File: src/rtl/athcs_defines.vh
`ifndef ATHCS_DEFINES_VH
`define ATHCS_DEFINES_VH
// timing, mode encodings and widths
`define ATHCS_RES_W 8
`define ATHCS_CS_W 4
`define ATHCS_EDGE_TRACK_INT 4'h9
`define ATHCS_EDGE_TRACK_EXT 4'h7
`define ATHCS_EDGE_HOLD_EXT 4'h8
`define ATHCS_ACQ_OSC 4'h2
`define ATHCS_CONV_CYC 4'h8
`define ATHCS_OSC_NS 160
`define ATHCS_CLK_NS 20
// last count of the oscillator divider: one tick every eight clocks, sized to the divider
`define ATHCS_OSC_LAST 4'h7
`define ATHCS_CLK_EXT 1'b1
`define ATHCS_MODE_SGL 1'b1
`define ATHCS_POL_BIP 1'b1
`define ATHCS_SEL_REF 2'h3
`endif

File: src/rtl/athcs_sar.v
`timescale 1ns/100ps
// successive-approximation register: one bit decided per step, result from a register
module athcs_sar (
	// clock and reset
	input wire clk_i,
	input wire rst_i,
	// control
	input wire start_i,
	input wire step_i,
	input wire cmp_i,
	// result
	output wire [7:0] trial_o,
	output reg [7:0] result_o,
	output reg done_o
);
	reg [7:0] acc_reg;
	reg [7:0] bit_reg;

	assign trial_o = acc_reg | bit_reg;

	// binary search from msb down; cmp_i high keeps the trial bit
	always @(posedge clk_i or posedge rst_i) begin
		if (rst_i) begin
			acc_reg <= 8'h00;
			bit_reg <= 8'h00;
			result_o <= 8'h00;
			done_o <= 1'b0;
		end else begin
			done_o <= 1'b0;
			if (start_i) begin
				acc_reg <= 8'h00;
				bit_reg <= 8'h80;
			end else if (step_i && bit_reg != 8'h00) begin
				acc_reg <= cmp_i ? (acc_reg | bit_reg) : acc_reg;
				bit_reg <= bit_reg >> 1;
				if (bit_reg == 8'h01) begin
					result_o <= cmp_i ? (acc_reg | bit_reg) : acc_reg;
					done_o <= 1'b1;
				end
			end
		end
	end
endmodule // athcs_sar

File: src/rtl/athcs_seq.v
`timescale 1ns/100ps
`include "athcs_defines.vh"
// Summary of operation
// - internal clock: track on ninth address falling edge
// - internal clock: hold two oscillator cycles later
// - internal: eight oscillator cycles, hold SCL low
// - external clock: track on seventh falling edge
// - external clock: hold on eighth falling edge
// - external: convert over next eight SCL cycles
// - single-ended: route selected input, ground reference
// - pseudo-differential: positive of pair, negative reference
// - only positive input sampled, negative reference only
// - eight-bit successive approximation result, shifted out
// - shared pin analog input or reference
// - mode bit one single-ended, zero pseudo-differential
// - unipolar straight binary, bipolar two's complement
// - unipolar negative differential input gives zero
// - single-ended forces unipolar, polarity ignored
module athcs_seq (
	// clock and reset
	input wire clk_i,
	input wire rst_i,
	// serial clock pin, open drain
	input wire scl_i,
	output wire scl_o,
	output wire scl_oe_n_o,
	// address phase from protocol logic
	input wire addr_start_i,
	input wire addr_valid_i,
	// configuration
	input wire ext_clk_mode_i,
	input wire input_mode_select_i,
	input wire polarity_select_i,
	input wire [3:0] chan_sel_i,
	input wire [2:0] ref_sel_i,
	input wire [3:0] series_len_i,
	// analog front end
	input wire cmp_i,
	input wire neg_input_i,
	output reg track_o,
	output reg [3:0] pos_mux_o,
	output reg [3:0] neg_mux_o,
	output reg neg_to_gnd_o,
	output reg neg_sampled_o,
	output reg shared_input_reference_pin_o,
	output wire [7:0] dac_o,
	// result
	output reg [7:0] result_o,
	output reg result_valid_o,
	output reg busy_o
);
	localparam ST_IDLE = 3'h0;
	localparam ST_WAIT = 3'h1;
	localparam ST_TRACK = 3'h2;
	localparam ST_CONV = 3'h3;
	localparam ST_DONE = 3'h4;

	reg [2:0] scl_sync_reg;
	reg scl_level_reg;
	reg [2:0] state_reg;
	reg [3:0] edge_cnt_reg;
	reg [3:0] cyc_cnt_reg;
	reg [3:0] conv_left_reg;
	reg [3:0] div_reg;
	reg stretch_reg;
	reg mode_reg;
	reg sar_start;
	wire scl_fall;
	wire osc_tick;
	wire step;
	wire sar_done;
	wire [7:0] sar_raw;
	wire bipolar;

	// single-ended forces unipolar
	assign bipolar = (input_mode_select_i != `ATHCS_MODE_SGL) && (polarity_select_i == `ATHCS_POL_BIP);
	// the first sync stage only feeds the second
	always @(posedge clk_i or posedge rst_i) begin
		if (rst_i) begin
			scl_sync_reg <= 3'h7;
			scl_level_reg <= 1'b1;
		end else begin
			scl_sync_reg <= {scl_sync_reg[1:0], scl_i};
			if (scl_sync_reg[2] == scl_sync_reg[1])
				scl_level_reg <= scl_sync_reg[1];
		end
	end
	assign scl_fall = scl_level_reg && (scl_sync_reg[2] == scl_sync_reg[1]) && !scl_sync_reg[1];

	// internal oscillator as a divided enable
	always @(posedge clk_i or posedge rst_i) begin
		if (rst_i)
			div_reg <= 4'h0;
		else if (div_reg == `ATHCS_OSC_LAST)
			div_reg <= 4'h0;
		else
			div_reg <= div_reg + 4'h1;
	end
	assign osc_tick = (div_reg == `ATHCS_OSC_LAST);

	// conversion clock: oscillator or scl falls
	assign step = (state_reg == ST_CONV) && (mode_reg ? scl_fall : osc_tick);

	// stretch scl low while converting internally; open drain, enable low drives
	assign scl_o = 1'b0;
	assign scl_oe_n_o = !stretch_reg;

	// sequencer: edge counting of the address byte, acquisition, conversion series
	always @(posedge clk_i or posedge rst_i) begin
		if (rst_i) begin
			state_reg <= ST_IDLE;
			edge_cnt_reg <= 4'h0;
			cyc_cnt_reg <= 4'h0;
			conv_left_reg <= 4'h0;
			mode_reg <= 1'b0;
			track_o <= 1'b0;
			stretch_reg <= 1'b0;
			sar_start <= 1'b0;
			busy_o <= 1'b0;
		end else begin
			sar_start <= 1'b0;
			case (state_reg)
			ST_IDLE: begin
				track_o <= 1'b0;
				stretch_reg <= 1'b0;
				busy_o <= 1'b0;
				if (addr_start_i) begin
					edge_cnt_reg <= 4'h0;
					mode_reg <= (ext_clk_mode_i == `ATHCS_CLK_EXT);
					conv_left_reg <= (series_len_i == 4'h0) ? 4'h1 : series_len_i;
					state_reg <= ST_WAIT;
				end
			end
			ST_WAIT: begin
				if (scl_fall) begin
					edge_cnt_reg <= edge_cnt_reg + 4'h1;
					if (mode_reg && edge_cnt_reg + 4'h1 == `ATHCS_EDGE_TRACK_EXT) begin
						if (addr_valid_i) begin
							track_o <= 1'b1;
							busy_o <= 1'b1;
							state_reg <= ST_TRACK;
						end else
							state_reg <= ST_IDLE;
					end else if (!mode_reg && edge_cnt_reg + 4'h1 == `ATHCS_EDGE_TRACK_INT) begin
						track_o <= 1'b1;
						busy_o <= 1'b1;
						stretch_reg <= 1'b1;
						cyc_cnt_reg <= 4'h0;
						state_reg <= ST_TRACK;
					end
				end
			end
			ST_TRACK: begin
				if (mode_reg) begin
					if (scl_fall) begin
						track_o <= 1'b0;
						sar_start <= 1'b1;
						state_reg <= ST_CONV;
					end
				end else if (osc_tick) begin
					if (cyc_cnt_reg + 4'h1 == `ATHCS_ACQ_OSC) begin
						track_o <= 1'b0;
						sar_start <= 1'b1;
						state_reg <= ST_CONV;
					end
					cyc_cnt_reg <= cyc_cnt_reg + 4'h1;
				end
			end
			ST_CONV: begin
				// the sar finishes after eight steps of the conversion clock
				if (sar_done) begin
					conv_left_reg <= conv_left_reg - 4'h1;
					if (!mode_reg && conv_left_reg != 4'h1) begin
						track_o <= 1'b1;
						cyc_cnt_reg <= 4'h0;
						state_reg <= ST_TRACK;
					end else
						state_reg <= ST_DONE;
				end
			end
			ST_DONE: begin
				stretch_reg <= 1'b0;
				busy_o <= 1'b0;
				state_reg <= ST_IDLE;
			end
			default: state_reg <= ST_IDLE;
			endcase
		end
	end

	// comparator drives the sar directly; a unipolar negative input is zeroed later in the result coding
	athcs_sar u_sar (
		.clk_i(clk_i),
		.rst_i(rst_i),
		.start_i(sar_start),
		.step_i(step),
		.cmp_i(cmp_i),
		.trial_o(dac_o),
		.result_o(sar_raw),
		.done_o(sar_done)
	);

	// result coding; bipolar offset binary becomes two's complement by msb flip
	always @(posedge clk_i or posedge rst_i) begin
		if (rst_i) begin
			result_o <= 8'h00;
			result_valid_o <= 1'b0;
		end else begin
			result_valid_o <= sar_done;
			if (sar_done) begin
				if (bipolar)
					result_o <= {~sar_raw[7], sar_raw[6:0]};
				else if (neg_input_i && input_mode_select_i != `ATHCS_MODE_SGL)
					result_o <= 8'h00;
				else
					result_o <= sar_raw;
			end
		end
	end

	// input multiplexer and shared pin role
	always @(posedge clk_i or posedge rst_i) begin
		if (rst_i) begin
			pos_mux_o <= 4'h0;
			neg_mux_o <= 4'h0;
			neg_to_gnd_o <= 1'b1;
			neg_sampled_o <= 1'b0;
			shared_input_reference_pin_o <= 1'b0;
		end else begin
			neg_sampled_o <= 1'b0;
			shared_input_reference_pin_o <= (ref_sel_i[2:1] == `ATHCS_SEL_REF);
			if (input_mode_select_i == `ATHCS_MODE_SGL) begin
				pos_mux_o <= chan_sel_i;
				neg_mux_o <= 4'h0;
				neg_to_gnd_o <= 1'b1;
			end else begin
				pos_mux_o <= {chan_sel_i[3:1], 1'b0} | {3'h0, chan_sel_i[0]};
				neg_mux_o <= {chan_sel_i[3:1], ~chan_sel_i[0]};
				neg_to_gnd_o <= 1'b0;
			end
		end
	end
endmodule // athcs_seq

File: config.mk
export PLATFORM = sky130hd
export DESIGN_NAME = athcs_seq
export DESIGN_NICKNAME = d
export VERILOG_FILES = /design/src/rtl/athcs_sar.v /design/src/rtl/athcs_seq.v
export VERILOG_INCLUDE_DIRS = /design/src /design/src/rtl
export SDC_FILE = /design/constraint.sdc
export NUM_CORES = 1
export LEC_CHECK = 0
export ABC_AREA = 1
export BUFFER_PORTS_ARGS = -buffer_cell sky130_fd_sc_hd__buf_2
export CAP_MARGIN = 20
export CELL_PAD_IN_SITES_DETAIL_PLACEMENT = 2
export CELL_PAD_IN_SITES_GLOBAL_PLACEMENT = 2
export CORE_MARGIN = 2
export CORE_UTILIZATION = 25
export DETAILED_ROUTE_END_ITERATION = 6
export HOLD_SLACK_MARGIN = 0.02
export PLACE_DENSITY_LB_ADDON = 0.1
export SLEW_MARGIN = 20
export SYNTH_ARGS = -nofsm -noshare
export SYNTH_HDL_FRONTEND = slang
export SYNTH_HIERARCHICAL = 1
export SYNTH_SLANG_ARGS = --single-unit
File: constraint.sdc
create_clock -name clk_i -period 1.7 [get_ports clk_i]
set_input_delay 0.17 -clock clk_i [delete_from_list [all_inputs] [get_ports clk_i]]
set_output_delay 0.17 -clock clk_i [all_outputs]
set_load 0.01 [all_outputs]
==> flow_summary.toml <==
[clocking]
cts_max_path_buffers = 2
h-tree-depth = 3
clkTransAtPathRegs_ps = 60
cts-root-buf = "clkbuf_16"
cts.sinks = 72
numCtsBuffers = 9
tritoncts = "yes"
insertion_delay_ps = 340

[global_routing]
grt_overflow_total = 0
grt_pass1_wl_um = 16600
grtUsageTotal_pct = 14.7
first_global_vias = 3325
grt_max_degree = 34
antenna_found_initial = 0

[timing]
finalSetupViolCount = 0
skew_ps = 6.20
period_share_pct = 95.9
fin_hold_ws_ps = 56.4
rsz0062_at_grt = "yes"
finalHoldViolCount = 0
fin_crit_ps = 1630
finalMaxSlewViolations = 0
max_freq_ghz = 0.613

[synth]
yosysWarnings = 6
synthCells = 416
async_flop_share_pct = 100
ys_ff_latch = 72
synth_cell_types = 34
synth-edff-count = 0
synth_area_leader_cell = "dfrtp_1"
synth.area.top_cells = "dfrtp_1 48%, nand2_1 13%, inv_1 5.4%"
syn_area_um2 = 3470
synth-seq-area-share_pct = 52.1
yosys_most_used_dff = "dfrtp_1"
syn_area_per_cell_um2 = 8.33
synth.top_cell.area_share_pct = 48.4

[cells_and_area]
nNetsFinal = 529
finalInstanceArea_um2 = 4650
antennaDiodeCount = 0
layout-drive-gt1-share_pct = 30.7
syn2layout_area_growth_pct = 34.2
postLayoutCoreUtil_pct = 33.9

[worst_setup_path]
crit_arrival_ps = 1910
crit_path_max_fanout = 8
critPathKind = "reg2reg"
cp-end-kind = "flop"
required_ps = 1980
start_kind = "flop"

[floorplanning]
die_h_um = 122
initial_core_util_pct = 25.3
die_w_um = 122
io_pins = 53
dieArea_um2 = 14800
rows = 43
core_um2 = 13700

[route]
first_iter_violations = 89
routed_wl_um = 10100
drt-wirelength-per-cell_um = 14.7
final_antenna_net_count = 0
drc = 0
via_per_inst = 4.37
drtPass1Iterations = 4
vias = 2993

[power]
power.density_nw_per_um2 = 1320
total_leakage_power_nw = 2.23
ir_drop_v = 0.000399

[job]
maxCapViolCount = 0

[run_status]
status = "complete, no violations"

[place]
dp_hpwl_um = 7260
io_buffers = 49
place_area_um2 = 4020
gp_congestion = 0.703

[min_path]
hp-class = "in2reg"
[synth_stat cells, types with 3 or more instances]
| master | instances |
|---|---|
| buf_6 | 3 |
| a21oi_1 | 19 |
| o21ai_1 | 5 |
| xor2_1 | 3 |
| ha_1 | 8 |
| nor2_2 | 10 |
| o22ai_1 | 3 |
| buf_4 | 3 |
| inv_2 | 6 |
| nand2_2 | 7 |
| nand2_1 | 120 |
| dfstp_2 | 5 |
| nor2_1 | 30 |
| o21ai_0 | 22 |
| nand3_1 | 31 |
| nor2_4 | 3 |
| inv_1 | 50 |
| dfrtp_1 | 67 |
[layer usage]
layer	routed length (µm)	global-route usage [%]
met3	203	2.29
met2	5290	25.5
met5	0	0
met4	213	6.90
met1	4380	17.7
[kinds of logic after synthesis]
| kind of cell | share of synthesized area (%) |
|---|---|
| adders and majority gates | 2.89 |
| other | 0.108 |
| buffers and inverters | 8.08 |
| DFF | 52.1 |
| AOI/OAI and AO/OA | 8.59 |
| xor gates and xnor gates | 0.758 |
| and+or+nand+nor | 27.4 |
[path summary, 6_finish.rpt]
check	startpoint	endpoint	slack [ps]	cells past startpoint
max	div_reg[0]$_DFF_PP0_	u_sar/result_o[5]$_DFFE_PP0P_	70	10
min	ext_clk_mode_i	mode_reg$_DFFE_PP0P_	60	3
max reg2reg	div_reg[0]$_DFF_PP0_	u_sar/result_o[5]$_DFFE_PP0P_	70	10
min reg2reg	scl_sync_reg[0]$_DFF_PP1_	scl_sync_reg[1]$_DFF_PP1_	360	0
max in group asynchronous	rst_i	neg_to_gnd_o$_DFF_PP1_	760	4
min in group asynchronous	rst_i	cyc_cnt_reg[0]$_DFFE_PP0P_	370	3
[worst max-delay path: stages (launching register included)]
cell	delay, ps
dfrtp_1	370
ha_2	200
nand2_2	60
nor2_4	130
nand2_4	70
a21oi_4	180
inv_2	60
nor2_4	160
clkbuf_16	190
nand3_2	60
nand2_1	70
[metrics by stage]
stage                     std cells  setup TNS, ps  total power [mW]  worst slack, ps
after floorplan                 417              0              3.32             15.3
after global placement          654              0              3.85             27.2
after detailed placement        654           -183              3.91            -34.5
after CTS                       680              0              6.15             1.06
after global routing            685           -261              6.63            -36.1
final                           685              0              6.15             69.5
[where the power goes]
| part | internal, mW | leakage [nW] | total [mW] | switching [mW] |
|---|---|---|---|---|
| sequential | 1.93 | 0.858 | 2.11 | 0.179 |
| clock | 1.33 | 0.163 | 2.11 | 0.778 |
| combinational | 0.690 | 1.21 | 1.93 | 1.24 |
| total | 3.95 | 2.23 | 6.15 | 2.20 |
[timing repair]
action	in CTS	in global routing
hold buffers	9	0
resized for setup	5	35
setup endpoints to repair	9	33
cloned	0	3
hold endpoints to repair	47	0
buffers inserted	1	2
pin swaps	6	12
[layout make-up]
type,count,area [µm²]
clock inverter,6,91.3
timing repair buffer,78,532
tap,180,225
multi-input combinational,282,1540
fill,1599,9070
clock buffer,10,239
inverter,57,214
sequential,72,1810
[cell usage in the layout, fill, tap and decap left out, types with 2 or more instances in the layout]
cell and n:
nand2_4 3, nor2_1 29, o21ai_1 8, o21ai_0 19, o22ai_1 3, nor2_4 6, clkbuf_16 10, a21oi_2 2
o21ai_2 2, bufinv_16 2, xor2_1 3, nand3_1 26, nand4_1 2, nand2_1 108, inv_1 46, buf_2 49
buf_12 2, conb_1 2, inv_2 10, a21oi_1 17, nor2_2 8, dfrtp_2 2, buf_4 16, clkinv_4 2
nand3_2 6, dlygate4sd3_1 9, nand2_2 17, ha_1 6, dfstp_2 5, dfrtp_1 65, or2_2 2, nor3_1 2
nand4_4 2
(Power assumes the default switching activity.)
